`config.mk`:
```
export PLATFORM = sky130hd
export DESIGN_NAME = hpmc_port
export DESIGN_NICKNAME = d
export VERILOG_FILES = /design/src/common/hpmc_pkg.sv /design/src/hdl/hpmc_fifo.sv /design/src/hdl/hpmc_port.sv
export SDC_FILE = /design/constraint.sdc
export NUM_CORES = 1
export LEC_CHECK = 0
export CAP_MARGIN = 0
export CORE_MARGIN = 4
export CORE_UTILIZATION = 45
export DETAILED_ROUTE_END_ITERATION = 12
export DONT_BUFFER_PORTS = 1
export PLACE_DENSITY = 0.68
export SLEW_MARGIN = 20
export SYNTH_ARGS = -nofsm -noshare
export SYNTH_HDL_FRONTEND = slang
export SYNTH_SLANG_ARGS = --single-unit
```
`constraint.sdc`:
```
create_clock -name clk_sys -period 15.1 [get_ports clk_sys]
set_input_delay 2.265 -clock clk_sys [delete_from_list [all_inputs] [get_ports clk_sys]]
set_output_delay 2.265 -clock clk_sys [all_outputs]
set_load 0.005 [all_outputs]
```
`src/common/hpmc_pkg.sv`:
```
// Shared constants for the host port mode and pin control block
package hpmc_pkg;
    // ----------------------------------------
    // Widths and sizes
    // ----------------------------------------
    localparam int ADDR_W = 19;
    localparam int DATA_W = 16;
    localparam int NUM_SUB = 4;
    localparam int FIFO_DEPTH = 8;
    localparam int SEL_W = 2;
    localparam int AREG_W = 16;

    // ----------------------------------------
    // Multiplexed mode access types on the low address pins
    // ----------------------------------------
    localparam logic [1:0] ACC_CONTROL = 2'h0;
    localparam logic [1:0] ACC_DATA_INC = 2'h1;
    localparam logic [1:0] ACC_ADDRESS = 2'h2;
    localparam logic [1:0] ACC_DATA = 2'h3;

    // ----------------------------------------
    // Control register fields and reset values
    // ----------------------------------------
    localparam int CTRL_DSPINT_BIT = 1;
    localparam int CTRL_HOST_INTERRUPT_BIT = 3;
    localparam logic [15:0] AREG_RESET = 16'h0000;
    localparam logic [15:0] DATA_RESET = 16'h0000;
    localparam logic [18:0] ADDR_RESET = 19'h00000;

    typedef enum logic [1:0] {
        ST_IDLE,
        ST_WAIT_READ,
        ST_HOLD
    } hpmc_state_type;
endpackage : hpmc_pkg

```
`src/hdl/hpmc_fifo.sv`:
```
// Parameterised valid/ready FIFO for host port memory commands
`timescale 1ns/1ps
module hpmc_fifo #(
    parameter int WIDTH = 36,
    parameter int DEPTH = hpmc_pkg::FIFO_DEPTH
) (
    input wire logic clk_sys,
    input wire logic rst,
    input wire logic inValid,
    output logic inReady,
    input wire logic [WIDTH-1:0] inData,
    output logic outValid,
    input wire logic outReady,
    output logic [WIDTH-1:0] outData
);
    localparam int PTR_W = (DEPTH > 1) ? $clog2(DEPTH) : 1;
    localparam logic [PTR_W:0] DEPTH_CNT = (PTR_W + 1)'(DEPTH);
    localparam logic [PTR_W-1:0] LAST_PTR = PTR_W'(DEPTH - 1);

    logic [WIDTH-1:0] mem [DEPTH];
    logic [PTR_W-1:0] wrPtr;
    logic [PTR_W-1:0] rdPtr;
    logic [PTR_W:0] count;

    wire push = inValid & inReady;
    wire pop = outValid & outReady;

    // Honest flags: full stalls the filling side
    assign inReady = (count != DEPTH_CNT);
    assign outValid = (count != '0);
    assign outData = mem[rdPtr];

    always_ff @(posedge clk_sys) begin
        if (push) begin
            mem[wrPtr] <= inData;
        end
    end

    always_ff @(posedge clk_sys) begin
        if (rst) begin
            wrPtr <= '0;
            rdPtr <= '0;
            count <= '0;
        end else begin
            if (push) begin
                wrPtr <= (wrPtr == LAST_PTR) ? '0 : wrPtr + 1'b1;
            end
            if (pop) begin
                rdPtr <= (rdPtr == LAST_PTR) ? '0 : rdPtr + 1'b1;
            end
            count <= count + (PTR_W + 1)'(push) - (PTR_W + 1)'(pop);
        end
    end
endmodule : hpmc_fifo

```
`src/hdl/hpmc_port.sv`:
```
// Host port pin control: mode select, register access, keepers, test tristate
`timescale 1ns/1ps
// Function
// - Mode pin low selects multiplexed register access
// - Multiplexed mode supports interrupts both directions
// - Mode pin high selects separate-bus mode
// - Separate-bus mode decodes full 19-bit address
// - Address top bit selects program or data
// - Address keepers hold last driven level
// - Address keepers cleared by either reset
// - Data keepers hold last driven level
// - Data keepers cleared by either reset
// - Off pin low tristates data and ready
// - No interrupts in separate-bus mode
// - Ready driven when selected, else high impedance
// - Host interrupt low; host writes one clears
module hpmc_port #(
    parameter int ADDR_W = hpmc_pkg::ADDR_W,
    parameter int DATA_W = hpmc_pkg::DATA_W,
    parameter int NUM_SUB = hpmc_pkg::NUM_SUB,
    parameter int FIFO_DEPTH = hpmc_pkg::FIFO_DEPTH
) (
    input wire logic clk_sys,
    input wire logic rst,
    input wire logic portModeSelect,
    input wire logic [ADDR_W-1:0] hostAddressIn,
    input wire logic hostAddressDriven,
    output logic [ADDR_W-1:0] hostAddressOut,
    output logic hostAddressOe_n,
    input wire logic [DATA_W-1:0] hostDataIn,
    input wire logic hostDataDriven,
    output logic [DATA_W-1:0] hostDataOut,
    output logic hostDataOe_n,
    input wire logic portChipSelect_n,
    input wire logic hostDataStrobe_n,
    input wire logic hostReadWrite,
    input wire logic [hpmc_pkg::SEL_W-1:0] subsystemSelect,
    output logic portReadyOut,
    output logic portReadyOe_n,
    input wire logic emulationOffMode,
    input wire logic emulationOffPin,
    input wire logic subsystemReset,
    input wire logic keeperWrite,
    input wire logic addressKeeperEnableIn,
    input wire logic dataKeeperEnableIn,
    output logic addressKeeperEnable,
    output logic dataKeeperEnable,
    input wire logic [NUM_SUB-1:0] dspToHostIrq,
    output logic [NUM_SUB-1:0] hostInterrupt_n,
    output logic [NUM_SUB-1:0] hostInterruptOe_n,
    output logic [NUM_SUB-1:0] hostToDspIrq,
    output logic memReqValid,
    input wire logic memReqReady,
    output logic memReqWrite,
    output logic memReqProgram,
    output logic [ADDR_W-1:0] memReqAddr,
    output logic [DATA_W-1:0] memReqData,
    input wire logic memRdValid,
    input wire logic [DATA_W-1:0] memRdData
);
    localparam int CMD_W = 1 + ADDR_W + DATA_W;

    // ----------------------------------------
    // Strobe decode
    // ----------------------------------------
    hpmc_pkg::hpmc_state_type state;
    hpmc_pkg::hpmc_state_type next_state;
    logic strobePrev;
    logic [15:0] addrReg;
    logic [DATA_W-1:0] readData;
    logic readValid;
    logic [ADDR_W-1:0] lastAddr;
    logic [DATA_W-1:0] lastData;
    logic [NUM_SUB-1:0] hostIntFlag;
    logic fifoInReady;
    logic [CMD_W-1:0] fifoOut;

    wire strobeActive = ~portChipSelect_n & ~hostDataStrobe_n;
    wire strobeRise = strobeActive & ~strobePrev;
    wire muxMode = ~portModeSelect;
    wire [1:0] accessType = hostAddressIn[1:0];
    // separate-bus hosts use data path only
    wire isMemAccess = portModeSelect | accessType[0];
    wire isCtrlAccess = muxMode & (accessType == hpmc_pkg::ACC_CONTROL);
    wire isAddrAccess = muxMode & (accessType == hpmc_pkg::ACC_ADDRESS);
    wire canAccept = (state == hpmc_pkg::ST_IDLE) & (fifoInReady | ~isMemAccess);
    wire accept = strobeRise & canAccept;
    wire fifoPush = accept & isMemAccess;
    wire ctrlWrite = accept & isCtrlAccess & ~hostReadWrite;
    wire addrWrite = accept & isAddrAccess & ~hostReadWrite;
    wire autoInc = accept & muxMode & (accessType == hpmc_pkg::ACC_DATA_INC);
    // in separate-bus mode all 19 pins form the address, else the 16-bit address register
    wire [ADDR_W-1:0] pushAddr = portModeSelect ? hostAddressIn : ADDR_W'(addrReg);
    wire [CMD_W-1:0] pushCmd = {~hostReadWrite, pushAddr, hostDataIn};
    wire offActive = emulationOffMode & ~emulationOffPin;
    wire [NUM_SUB-1:0] selOneHot = NUM_SUB'(1) << subsystemSelect;
    wire [DATA_W-1:0] ctrlReadValue = DATA_W'(|(hostIntFlag & selOneHot)) << hpmc_pkg::CTRL_HOST_INTERRUPT_BIT;
    wire [DATA_W-1:0] regReadValue = isCtrlAccess ? ctrlReadValue : DATA_W'(addrReg);

    // ----------------------------------------
    // Transfer sequencing
    // ----------------------------------------
    always_comb begin
        next_state = state;
        unique case (state)
            hpmc_pkg::ST_IDLE: begin
                if (accept) begin
                    next_state = (isMemAccess & hostReadWrite) ? hpmc_pkg::ST_WAIT_READ : hpmc_pkg::ST_HOLD;
                end
            end
            hpmc_pkg::ST_WAIT_READ: begin
                if (memRdValid) begin
                    next_state = hpmc_pkg::ST_HOLD;
                end
            end
            hpmc_pkg::ST_HOLD: begin
                if (!strobeActive) begin
                    next_state = hpmc_pkg::ST_IDLE;
                end
            end
        endcase
    end

    always_ff @(posedge clk_sys) begin
        if (rst) begin
            state <= hpmc_pkg::ST_IDLE;
            strobePrev <= 1'b0;
        end else begin
            state <= next_state;
            strobePrev <= strobeActive;
        end
    end

    always_ff @(posedge clk_sys) begin
        if (rst) begin
            addrReg <= hpmc_pkg::AREG_RESET;
        end else if (addrWrite) begin
            addrReg <= hostDataIn;
        end else if (autoInc) begin
            addrReg <= addrReg + 16'h0001;
        end
    end

    always_ff @(posedge clk_sys) begin
        if (rst) begin
            readData <= hpmc_pkg::DATA_RESET;
            readValid <= 1'b0;
        end else if (accept & ~isMemAccess & hostReadWrite) begin
            readData <= regReadValue;
            readValid <= 1'b1;
        end else if (state == hpmc_pkg::ST_WAIT_READ && memRdValid) begin
            readData <= memRdData;
            readValid <= 1'b1;
        end else if (state == hpmc_pkg::ST_HOLD && !strobeActive) begin
            readValid <= 1'b0;
        end
    end

    // ----------------------------------------
    // Command buffer toward memory
    // ----------------------------------------
    // Writes and reads share one queue so a read never overtakes a write
    hpmc_fifo #(
        .WIDTH(CMD_W),
        .DEPTH(FIFO_DEPTH)
    ) u_cmd_fifo (
        .clk_sys(clk_sys),
        .rst(rst),
        .inValid(fifoPush),
        .inReady(fifoInReady),
        .inData(pushCmd),
        .outValid(memReqValid),
        .outReady(memReqReady),
        .outData(fifoOut)
    );

    assign memReqWrite = fifoOut[CMD_W-1];
    assign memReqAddr = fifoOut[CMD_W-2:DATA_W];
    assign memReqData = fifoOut[DATA_W-1:0];
    // top address bit picks program memory
    assign memReqProgram = fifoOut[CMD_W-2];

    // ----------------------------------------
    // Ready pin
    // ----------------------------------------
    // ready only while selected
    assign portReadyOut = (state == hpmc_pkg::ST_IDLE) & fifoInReady;
    assign portReadyOe_n = portChipSelect_n | offActive;

    // ----------------------------------------
    // Keepers
    // ----------------------------------------
    // both resets disable keepers
    always_ff @(posedge clk_sys) begin
        if (rst || subsystemReset) begin
            addressKeeperEnable <= 1'b0;
            dataKeeperEnable <= 1'b0;
        end else if (keeperWrite) begin
            addressKeeperEnable <= addressKeeperEnableIn;
            dataKeeperEnable <= dataKeeperEnableIn;
        end
    end

    wire driveData = readValid & strobeActive & hostReadWrite & ~offActive;

    always_ff @(posedge clk_sys) begin
        if (rst) begin
            lastAddr <= hpmc_pkg::ADDR_RESET;
            lastData <= hpmc_pkg::DATA_RESET;
        end else begin
            if (hostAddressDriven) begin
                lastAddr <= hostAddressIn;
            end
            if (driveData) begin
                lastData <= readData;
            end else if (hostDataDriven) begin
                lastData <= hostDataIn;
            end
        end
    end

    assign hostAddressOut = lastAddr;
    assign hostAddressOe_n = ~(addressKeeperEnable & ~hostAddressDriven);
    assign hostDataOut = driveData ? readData : lastData;
    wire dataKeep = dataKeeperEnable & ~hostDataDriven & ~driveData;
    assign hostDataOe_n = ~((driveData | dataKeep) & ~offActive);

    // ----------------------------------------
    // Interrupts
    // ----------------------------------------
    // only multiplexed mode raises either direction
    wire [NUM_SUB-1:0] intSet = dspToHostIrq & {NUM_SUB{muxMode}};
    wire [NUM_SUB-1:0] intClear = selOneHot & {NUM_SUB{ctrlWrite & hostDataIn[hpmc_pkg::CTRL_HOST_INTERRUPT_BIT]}};

    always_ff @(posedge clk_sys) begin
        if (rst) begin
            hostIntFlag <= '0;
            hostToDspIrq <= '0;
        end else begin
            // A new event beats a clear in the same cycle
            hostIntFlag <= intSet | (hostIntFlag & ~intClear);
            hostToDspIrq <= selOneHot & {NUM_SUB{ctrlWrite & hostDataIn[hpmc_pkg::CTRL_DSPINT_BIT]}};
        end
    end

    assign hostInterrupt_n = ~hostIntFlag;
    assign hostInterruptOe_n = {NUM_SUB{portModeSelect | offActive}};
endmodule : hpmc_port

```
==> results of run 1 <==
## kinds of logic after synthesis
kind of cell	after synthesis
multiplexers	163
AND/OR/NAND/NOR	257
AO/OA/AOI/OAI	90
flip-flops	382
XOR/XNOR	9
buffers and inverters	88
adder cells (fa/ha/maj)	15
## routing by layer
layer  wire (microns)  vias up  track usage, %
met4              728        2           4.219
met3             2727       56           4.692
li1                 -     3839               -
met2            17010      345           29.72
met5                7        -               0
met1            15720     4430           26.72
## report_power, final
group | switching, mW | total [mW] | internal, mW
registers | 0.0419 | 1.21 | 1.17
clock network | 0.401 | 0.981 | 0.580
logic | 0.157 | 0.326 | 0.169
## final cells by class
type                       count  area, sq um
clock buffer                  54         1125
fill                        2767        16520
sequential                   382        10540
inverter                      22        82.58
multi-input combinational    534         4732
tap                          448        560.5
clock inverter                21        215.2
timing repair buffer          13        97.59
## sequential cells by signal, indices dropped and copies added (netlist names), named ones only
signal               cells
addressKeeperEnable      1
u_cmd_fifo.count         4
lastData                16
u_cmd_fifo.rdPtr         3
readValid                1
hostAddressOut          19
strobePrev               1
hostIntFlag              4
u_cmd_fifo.wrPtr         3
hostToDspIrq             4
dataKeeperEnable         1
u_cmd_fifo.mem         288
state                    2
readData                16
addrReg                 16
## critical path: cells and delay by family
| kind | cells | cell delay, ns |
|---|---|---|
| AO/OA/AOI/OAI | 1 | 0.39 |
| buffers and inverters | 2 | 1.03 |
| AND/OR/NAND/NOR | 2 | 0.31 |
## cell usage in the layout (no fill, tap or decap), types with 3 or more instances in the layout
master                         n
sky130_fd_sc_hd__clkbuf_8      5
sky130_fd_sc_hd__mux2_2       50
sky130_fd_sc_hd__clkinv_1      6
sky130_fd_sc_hd__nand2_1      90
sky130_fd_sc_hd__inv_6         3
sky130_fd_sc_hd__and2_1        5
sky130_fd_sc_hd__nand2b_1     12
sky130_fd_sc_hd__nor3_2        4
sky130_fd_sc_hd__a211oi_1     19
sky130_fd_sc_hd__xnor2_1       3
sky130_fd_sc_hd__clkinv_2      5
sky130_fd_sc_hd__ha_1         14
sky130_fd_sc_hd__buf_4        13
sky130_fd_sc_hd__and3_1        3
sky130_fd_sc_hd__clkbuf_16    41
sky130_fd_sc_hd__a221oi_1      3
sky130_fd_sc_hd__a21oi_1      21
sky130_fd_sc_hd__mux4_2       73
sky130_fd_sc_hd__clkbuf_1      8
sky130_fd_sc_hd__nand3_1      25
sky130_fd_sc_hd__nor2_4        3
sky130_fd_sc_hd__a222oi_1      7
sky130_fd_sc_hd__xor2_1        6
sky130_fd_sc_hd__a311oi_1     14
sky130_fd_sc_hd__edfxtp_1    288
sky130_fd_sc_hd__bufinv_16     3
sky130_fd_sc_hd__nor2_1       77
sky130_fd_sc_hd__dfxtp_1      91
sky130_fd_sc_hd__nor3_1        8
sky130_fd_sc_hd__nor4_1        3
sky130_fd_sc_hd__inv_1        21
sky130_fd_sc_hd__clkinvlp_4    3
sky130_fd_sc_hd__nand4_1       5
sky130_fd_sc_hd__or3_1         5
sky130_fd_sc_hd__o21ai_0      14
sky130_fd_sc_hd__mux2i_1      40
sky130_fd_sc_hd__a31oi_1       6
## worst max path at each step
stage / start / end
after floorplan: hostDataStrobe_n / u_cmd_fifo.mem[0][0]$_DFFE_PP_
after global placement: emulationOffPin / hostDataOe_n
after detailed placement: emulationOffPin / hostDataOe_n
after CTS: emulationOffPin / hostDataOe_n
after global routing: emulationOffPin / hostDataOe_n
final: emulationOffPin / hostDataOe_n
## cells in the mapped netlist, types with 4 or more instances
cell type / n
sky130_fd_sc_hd__xor2_1: 6
sky130_fd_sc_hd__edfxtp_1: 288
sky130_fd_sc_hd__a211oi_1: 19
sky130_fd_sc_hd__inv_1: 21
sky130_fd_sc_hd__nor3_1: 12
sky130_fd_sc_hd__or3_1: 5
sky130_fd_sc_hd__dfxtp_1: 94
sky130_fd_sc_hd__a311oi_1: 14
sky130_fd_sc_hd__clkbuf_1: 33
sky130_fd_sc_hd__buf_4: 5
sky130_fd_sc_hd__mux4_2: 73
sky130_fd_sc_hd__a31oi_1: 6
sky130_fd_sc_hd__nand4_1: 5
sky130_fd_sc_hd__buf_2: 18
sky130_fd_sc_hd__ha_1: 14
sky130_fd_sc_hd__nor2_1: 80
sky130_fd_sc_hd__nand2_1: 90
sky130_fd_sc_hd__nand3_1: 25
sky130_fd_sc_hd__buf_1: 7
sky130_fd_sc_hd__and2_1: 5
sky130_fd_sc_hd__mux2i_1: 40
sky130_fd_sc_hd__nor4_1: 4
sky130_fd_sc_hd__a222oi_1: 7
sky130_fd_sc_hd__mux2_2: 50
sky130_fd_sc_hd__o21ai_0: 14
sky130_fd_sc_hd__nand2b_1: 12
sky130_fd_sc_hd__a21oi_1: 21
## per-stage QoR
stage,utilization [%],setup slack [ns],instances,hold slack (ns)
global route,51.23,8.619,1474,0.5007
detailed placement,47.27,8.831,1399,0.4592
global placement,47.27,8.889,1399,0.4537
finish,51.23,8.815,1474,0.4685
floorplan,-,8.118,1004,0.4541
CTS,51.23,8.822,1474,0.4701
==> flow_metrics.py, run 1 <==
metrics = {
    "setup_path": {
        "logic_depth_of_the_worst_register_to_register_path": 9,
        "worst-endpoint-required_ns": 12.84,
        "cp_max_fanout": 49,
        "critPathLaunchType": "input pin",
        "max_stage_delay_ns": 0.61,
        "cp.arrival_ns": 4.02,
        "type_of_element_capturing_the_critical_path": "primary output",
        "reg2reg_slack_ns": 11.96,
        "crit-reg2reg-launch": "state[0]$_SDFFE_PP0P_",
        "timing_worst_setup_path_type": "in -> out",
        "timing.rr.end": "u_cmd_fifo.mem[5][25]$_DFFE_PP_",
        "worst_path_max_delay_cell": "sky130_fd_sc_hd__clkinv_1",
        "crit_chain": "nand2b_1 > nand4_1 > buf_4 > clkinv_1 > a31oi_1",
    },
    "routing": {
        "drt_first_pass_iters": 6,
        "detailroute.via_count": 8672,
        "routed_length_per_placed_instance_microns": 24.55,
        "drt_via_density": 5.883,
        "ant_nets": 0,
        "drc_errors": 0,
        "totalWireLength_mm": 36.19,
        "detailedRoute.firstIterationViolations": 803,
    },
    "placement": {
        "port-buffer-count": 0,
        "detailedPlacementHpwl_mm": 22.39,
        "post_dp_cell_area_sq_um": 16010,
        "routabilityCongestion": 0.8355,
    },
    "power": {
        "leakagePower_nw": 5.793,
        "power_density_nw_per_um2": 145.1,
        "finalPower_mw": 2.518,
        "irDropWorstVdd_mv": 0.08277,
    },
    "sta": {
        "hold_viol": 0,
        "relSlewSlack_pct": 26.79,
        "worst-slew-pin-transition_ns": 1.098,
        "finalSetupViolCount": 0,
        "maxSlewViolCount": 0,
        "finalClockSkew_ns": 0.01909,
        "fin_crit_sh_pct": 41.62,
        "clock.fmax_ghz": 0.1591,
        "fin_crit_ns": 6.285,
        "fin_tns_setup_ns": 0,
        "rsz0062_at_grt": "no",
    },
    "cts": {
        "holdBufCountCts": 0,
        "htree_num_levels": 2,
        "clockRootBuffer": "sky130_fd_sc_hd__clkbuf_16",
        "cts_resized": 0,
        "clk_pin_slew_worst_paths_ns": 0.06,
        "clk_latency_ns": 0.53,
        "cts_setup_buffers": 0,
        "clock_sink_count": 382,
        "cts_inserted_buffers": 41,
        "cts_tree": "built",
        "cts-root-to-sink-buffers": 3,
    },
    "floorplanning": {
        "floorplan.die.width_microns": 194.2,
        "design.die.area_sq_um": 37710,
        "rows": 67,
        "design.portCount": 164,
        "core_area_sq_um": 33870,
        "initial_core_util_pct": 46.07,
        "die_h_microns": 194.2,
    },
    "yosys": {
        "yosysSeqAreaShare_pct": 67.50,
        "ys_types": 51,
        "synth-seq-cells": 382,
        "yosys_warnings": 0,
        "synth.cell_area_sq_um": 15600,
        "post_synth_edffs": 288,
        "async_flop_share_pct": 0,
        "fraction_of_post_synthesis_cell_area_in_the_top_cell_type_by_area_pct": 55.43,
        "synthDominantAreaCellType": "sky130_fd_sc_hd__edfxtp_1",
        "synth-adder-area-share_pct": 1.251,
        "postSynth.topFlopCell": "sky130_fd_sc_hd__edfxtp_1",
        "postSynthCellCount": 1004,
        "synth_area_per_cell_sq_um": 15.54,
        "synth_top_family_by_area": "multiplexers",
        "synth_xor_area_share_pct": 0.5053,
        "syn_nets": 1092,
        "complex_gate_fraction_of_the_synthesized_area_pct": 3.978,
        "yosys-mux-area-fraction_pct": 16.71,
        "yosys-top-cells-area": "sky130_fd_sc_hd__edfxtp_1 55%, sky130_fd_sc_hd__dfxtp_1 12%, sky130_fd_sc_hd__mux4_2 11%, sky130_fd_sc_hd__mux2_2 3.6%, sky130_fd_sc_hd__mux2i_1 2.6%",
        "area_share_of_and_or_nand_nor_cells_after_synthesis_pct": 7.571,
    },
    "final_layout": {
        "layout_cell_share_with_drive_strength_beyond_1_pct": 20.86,
        "antenna_cells_inserted": 0,
        "finish.instance_area_sq_um": 17350,
        "final_nets": 1082,
        "synthToLayoutAreaGrowth_pct": 11.20,
    },
    "global_routing": {
        "initial_antenna_violation_count": 1,
        "grt_overflow": 0,
        "grt_first_pass_wirelength_mm": 55.03,
        "grt_pass1_vias": 8850,
        "grt_start_max_net_pins": 89,
        "track_usage_pct": 18.80,
    },
    "worst_hold_path": {
        "whs_path_depth": 2,
        "timing.hold.worst.class": "reg -> reg",
        "hold_path_startpoint": "u_cmd_fifo.rdPtr[1]$_SDFFE_PP0P_",
    },
    "job": {
        "max_cap_violations": 0,
    },
    "status": {
        "outcome": "completed",
    },
}
No activity file was read; power rests on OpenSTA's default activity.
==> run 2: changes to the inputs <==
==> constraint.sdc (replaced) <==
create_clock -name clk_sys -period 6.5 [get_ports clk_sys]
set_input_delay 0.975 -clock clk_sys [delete_from_list [all_inputs] [get_ports clk_sys]]
set_output_delay 0.975 -clock clk_sys [all_outputs]
set_load 0.005 [all_outputs]
==> flow_metrics.py, run 2 (synthesis gave the netlist of run 1 again) <==
metrics = {
    "setup_path": {
        "timing.critical_path.buf_inv": 1,
        "critPathLaunchType": "register",
        "cp_max_fanout": 37,
        "crit_family": "multiplexers",
        "timing_worst_setup_path_type": "reg -> out",
        "worst_path_max_delay_cell": "sky130_fd_sc_hd__dfxtp_4",
        "worst-endpoint-required_ns": 5.52,
        "max_stage_delay_ns": 0.81,
        "type_of_element_capturing_the_critical_path": "primary output",
        "crit_chain": "buf_4 > mux4_2 > mux2_2",
        "cp.arrival_ns": 3.05,
    },
    "sta": {
        "maxSlewViolCount": 0,
        "fin_crit_ns": 4.023,
        "fin_hold_ws_ns": 0.4696,
        "finalClockSkew_ns": 0.008665,
        "fin_tns_setup_ns": 0,
        "rsz0062_at_grt": "no",
        "worst-slew-pin-transition_ns": 1.058,
        "clock.fmax_ghz": 0.2486,
        "hold_viol": 0,
        "fin_crit_sh_pct": 61.89,
        "finalSetupViolCount": 0,
        "relSlewSlack_pct": 29.06,
    },
    "final_layout": {
        "antenna_cells_inserted": 0,
        "max_flop_register": "u_cmd_fifo.mem",
        "mostFrequentLayoutCell": "sky130_fd_sc_hd__edfxtp_1",
        "finalNonFillerCells": 1473,
        "final_nets": 1082,
        "synthToLayoutAreaGrowth_pct": 11.29,
        "layout_common_cells": "288 x sky130_fd_sc_hd__edfxtp_1, 91 x sky130_fd_sc_hd__dfxtp_1, 90 x sky130_fd_sc_hd__nand2_1",
        "max_ffs_per_register": 288,
        "layout_cell_share_with_drive_strength_beyond_1_pct": 20.68,
        "finish.instance_area_sq_um": 17360,
    },
    "routing": {
        "detailroute.via_count": 8479,
        "drt_via_density": 5.756,
        "ant_nets": 0,
        "drt_first_pass_iters": 7,
        "detailedRoute.firstIterationViolations": 686,
        "drc_errors": 0,
        "totalWireLength_mm": 35.63,
        "routed_length_per_placed_instance_microns": 24.19,
    },
    "global_routing": {
        "initial_antenna_violation_count": 1,
        "globalRouteMet2Util_pct": 29.62,
        "gr-usage-met3_pct": 5.022,
        "grt_start_max_net_pins": 89,
        "grt_overflow": 0,
        "track_usage_pct": 18.61,
        "grt_first_pass_wirelength_mm": 54.28,
        "busiest_layer": "met2",
        "grt_pass1_vias": 8652,
        "grt_use_met1_pct": 26.04,
    },
    "floorplanning": {
        "die_h_microns": 194.2,
        "design.die.area_sq_um": 37710,
        "initial_core_util_pct": 46.07,
        "core_area_sq_um": 33870,
        "floorplan.die.width_microns": 194.2,
        "rows": 67,
        "design.portCount": 164,
    },
    "placement": {
        "port-buffer-count": 0,
        "detailedPlacementHpwl_mm": 22.39,
        "numPlacedInstances": 1399,
        "routabilityCongestion": 0.8233,
        "post_dp_cell_area_sq_um": 16010,
    },
    "cts": {
        "htree_num_levels": 2,
        "cts_resized": 0,
        "cts_tree": "built",
        "clk_latency_ns": 0.52,
        "clock_sink_count": 382,
        "clockRootBuffer": "sky130_fd_sc_hd__clkbuf_16",
        "cts-root-to-sink-buffers": 3,
        "holdBufCountCts": 0,
        "cts_setup_buffers": 0,
        "cts_inserted_buffers": 41,
        "clk_pin_slew_worst_paths_ns": 0.06,
    },
    "status": {
        "outcome": "completed",
    },
    "worst_hold_path": {
        "timing.hold.worst.class": "reg -> reg",
    },
    "job": {
        "max_cap_violations": 0,
    },
    "power": {
        "leakagePower_nw": 5.801,
        "power_density_nw_per_um2": 339.7,
        "irDropWorstVdd_mv": 0.2020,
    },
}
-- run 2: changes by cell type in the layout (fill, tap and decap cells not counted), sizes merged --
cell / previous run / this run
clkbuf: 54 / 48
bufinv: 3 / 6
clkinv: 13 / 15
clkinvlp: 3 / 2
inv: 24 / 25
-- run 2: worst min-delay path, stage by stage (launching register included) --
cell,delay [ns]
sky130_fd_sc_hd__dfxtp_1,0.31
sky130_fd_sc_hd__nand2_1,0.05
sky130_fd_sc_hd__a21oi_1,0.07
-- run 2: metrics by stage --
stage / setup WS [ns] / power, mW / utilization, %
final: 2.477 / 5.897 / 51.27
after global routing: 2.207 / 6.145 / 51.27
after CTS: 2.346 / 5.961 / 51.25
after detailed placement: 2.530 / 3.636 / 47.27
after global placement: 2.638 / 3.626 / 47.27
after floorplan: 0.8083 / 3.468 / -
-- run 2: worst paths after layout --
path                                                       start                               to  slack [ns]  cells past startpoint
worst max register to register             state[0]$_SDFFE_PP0P_  u_cmd_fifo.mem[1][29]$_DFFE_PP_        2.90                      9
worst min register to register  u_cmd_fifo.rdPtr[1]$_SDFFE_PP0P_                         register        0.47                      2
worst min-delay path            u_cmd_fifo.rdPtr[1]$_SDFFE_PP0P_                         register        0.47                      2
worst max-delay path                                    register                    memReqAddr[1]        2.48                      3
-- run 2: cell type report --
type / count / area, sq um
fillers: 2784 / 16500
well taps: 448 / 560.5
flip-flops and latches: 382 / 10540
inverters: 22 / 82.58
multi-input cells: 534 / 4738
repair buffers: 13 / 97.59
clock inverters: 26 / 295.3
clock buffers: 48 / 1052
-- run 2: power breakdown --
part           internal (mW)  switching (mW)
Sequential              2.71           0.106
Clock                   1.40           0.926
Combinational          0.394           0.354
Total                   4.51            1.39
-- run 2: routing by layer --
metal / part of all wire (%) / vias to the layer above
met4: 1.9 / 0
met1: 43 / 4294
met3: 7.9 / 43
met5: 0 / -
met2: 48 / 314
li1: - / 3828
==> run 3: changes to the inputs <==
--- a/config.mk
+++ b/config.mk
@@ -10,7 +10,7 @@
 export CORE_UTILIZATION = 45
 export DETAILED_ROUTE_END_ITERATION = 12
 export DONT_BUFFER_PORTS = 1
-export PLACE_DENSITY = 0.68
+export PLACE_DENSITY = 0.7
 export SLEW_MARGIN = 20
 export SYNTH_ARGS = -nofsm -noshare
 export SYNTH_HDL_FRONTEND = slang
==> constraint.sdc (replaced) <==
create_clock -name clk_sys -period 3.7 [get_ports clk_sys]
set_input_delay 0.555 -clock clk_sys [delete_from_list [all_inputs] [get_ports clk_sys]]
set_output_delay 0.555 -clock clk_sys [all_outputs]
set_load 0.005 [all_outputs]
==> flow_metrics.py, run 3 (synthesis gave the netlist of run 1 again) <==
metrics = {
    "power": {
        "power_density_nw_per_um2": 583.2,
        "leakagePower_nw": 5.796,
        "finalPower_mw": 10.13,
        "irDropWorstVdd_mv": 0.3482,
    },
    "placement": {
        "routabilityCongestion": 0.8309,
        "detailedPlacementHpwl_mm": 23.00,
        "pre_cts_ws_ns": 0.7544,
        "port-buffer-count": 0,
        "post_dp_cell_area_sq_um": 16120,
        "numPlacedInstances": 1404,
    },
    "sta": {
        "hold_viol": 0,
        "fin_tns_setup_ns": 0,
        "postLayoutSetupSlackWorst_ns": 0.7339,
        "rsz0062_at_grt": "no",
        "relSlewSlack_pct": 34.53,
        "finalSetupViolCount": 0,
        "worst-slew-pin-transition_ns": 0.9797,
        "fin_crit_ns": 2.966,
        "finalClockSkew_ns": 0.01217,
        "clock.fmax_ghz": 0.3371,
        "fin_crit_sh_pct": 80.17,
        "fin_hold_ws_ns": 0.08933,
        "maxSlewViolCount": 0,
    },
    "floorplanning": {
        "floorplan.die.width_microns": 194.2,
        "design.portCount": 164,
        "initial_core_util_pct": 46.07,
        "core_area_sq_um": 33870,
        "design.die.area_sq_um": 37710,
        "rows": 67,
        "die_h_microns": 194.2,
    },
    "final_layout": {
        "area_of_the_multi_input_gates_sq_um": 4747,
        "final_nets": 1086,
        "layout_cell_share_with_drive_strength_beyond_1_pct": 21.03,
        "nFillCells": 2818,
        "finalCoreUtilization_pct": 51.28,
        "finalNonFillerCells": 1475,
        "finish.instance_area_sq_um": 17370,
        "layout_common_cells": "288 x sky130_fd_sc_hd__edfxtp_1, 91 x sky130_fd_sc_hd__dfxtp_1, 90 x sky130_fd_sc_hd__nand2_1",
        "mostFrequentLayoutCell": "sky130_fd_sc_hd__edfxtp_1",
        "max_flop_register": "u_cmd_fifo.mem",
        "max_ffs_per_register": 288,
        "antenna_cells_inserted": 0,
        "ff_latch_area_sq_um": 10540,
        "synthToLayoutAreaGrowth_pct": 11.32,
    },
    "cts": {
        "htree_num_levels": 2,
        "cts_setup_buffers": 0,
        "clock_sink_count": 382,
        "cts-root-to-sink-buffers": 3,
        "cts_tree": "built",
        "holdBufCountCts": 0,
        "clk_pin_slew_worst_paths_ns": 0.06,
        "cts_resized": 0,
        "clockRootBuffer": "sky130_fd_sc_hd__clkbuf_16",
        "cts_inserted_buffers": 40,
        "clk_latency_ns": 0.53,
    },
    "routing": {
        "routed_length_per_placed_instance_microns": 25.02,
        "totalWireLength_mm": 36.91,
        "routed.top_layer": "met5",
        "drt_via_density": 5.906,
        "drc_errors": 0,
        "ant_nets": 0,
        "detailroute.via_count": 8712,
        "dr_wl_met2_mm": 17.64,
        "met3_wirelength_mm": 3.368,
        "drt_first_pass_iters": 6,
        "detailedRoute.firstIterationViolations": 1048,
        "drt-met1-wl_mm": 15.00,
    },
    "worst_hold_path": {
        "timing.hold.worst.class": "in -> reg",
    },
    "setup_path": {
        "timing_worst_setup_path_type": "reg -> out",
        "crit_chain": "buf_12 > mux4_2 > mux2_2",
        "critPathLaunchType": "register",
        "worst_path_max_delay_cell": "sky130_fd_sc_hd__dfxtp_4",
        "max_stage_delay_ns": 0.64,
        "cp_max_fanout": 32,
        "type_of_element_capturing_the_critical_path": "primary output",
        "cp.arrival_ns": 2.41,
        "worst-endpoint-required_ns": 3.14,
    },
    "job": {
        "max_cap_violations": 0,
    },
    "global_routing": {
        "grt_overflow": 0,
        "grt_pass1_vias": 8789,
        "grt_first_pass_wirelength_mm": 55.90,
        "initial_antenna_violation_count": 2,
        "track_usage_pct": 19.32,
        "grt_start_max_net_pins": 89,
    },
    "status": {
        "outcome": "completed",
    },
}
[run 3: cell count changes in the layout (fill, tap and decap cells not counted)]
cell / delta
sky130_fd_sc_hd__bufinv_16: -3
sky130_fd_sc_hd__inv_6: -3
sky130_fd_sc_hd__clkinvlp_4: -2
sky130_fd_sc_hd__nor4_2: -1
sky130_fd_sc_hd__clkinv_1: -1
sky130_fd_sc_hd__clkbuf_1: -1
sky130_fd_sc_hd__clkinvlp_2: +2
sky130_fd_sc_hd__buf_12: +5
sky130_fd_sc_hd__clkinv_2: +5
sky130_fd_sc_hd__nor4_4: +1
[run 3: path summary, 6_finish.rpt]
kind                                     from                               to  slack (ns)  cells after the start
max reg2reg             state[0]$_SDFFE_PP0P_  u_cmd_fifo.mem[1][14]$_DFFE_PP_        0.77                      9
min                                       rst         lastData[1]$_SDFFE_PP0P_        0.09                      1
min reg2reg  u_cmd_fifo.rdPtr[2]$_SDFFE_PP0P_                         register        0.47                      2
max                                  register                   memReqAddr[18]        0.73                      3
[run 3: worst max-delay path: cells and delay by family, from the launching register on]
family	cells	cell delay, ns
flip-flops	1	0.64
buffers and inverters	1	0.33
multiplexers	2	0.89
[run 3: routing by layer]
metal | global-route usage [%] | up-vias
met1 | 26.02 | 4401
met4 | 5.417 | 4
li1 | - | 3846
met3 | 5.647 | 68
met2 | 30.98 | 393
met5 | 0 | -
[run 3: cell type report]
| type | instances | share of cell area (%) |
|---|---|---|
| clock buffer | 47 | 6.037 |
| sequential | 382 | 60.67 |
| tap | 448 | 3.227 |
| timing repair buffer | 18 | 1.138 |
| multi-input combinational | 534 | 27.33 |
| clock inverter | 24 | 1.124 |
| inverter | 22 | 0.4755 |
[run 3: power by group]
part           switching [mW]  internal, mW  total (mW)
Sequential              0.155          4.77        4.92
Clock                    1.60          2.23        3.83
Combinational           0.660         0.713        1.37
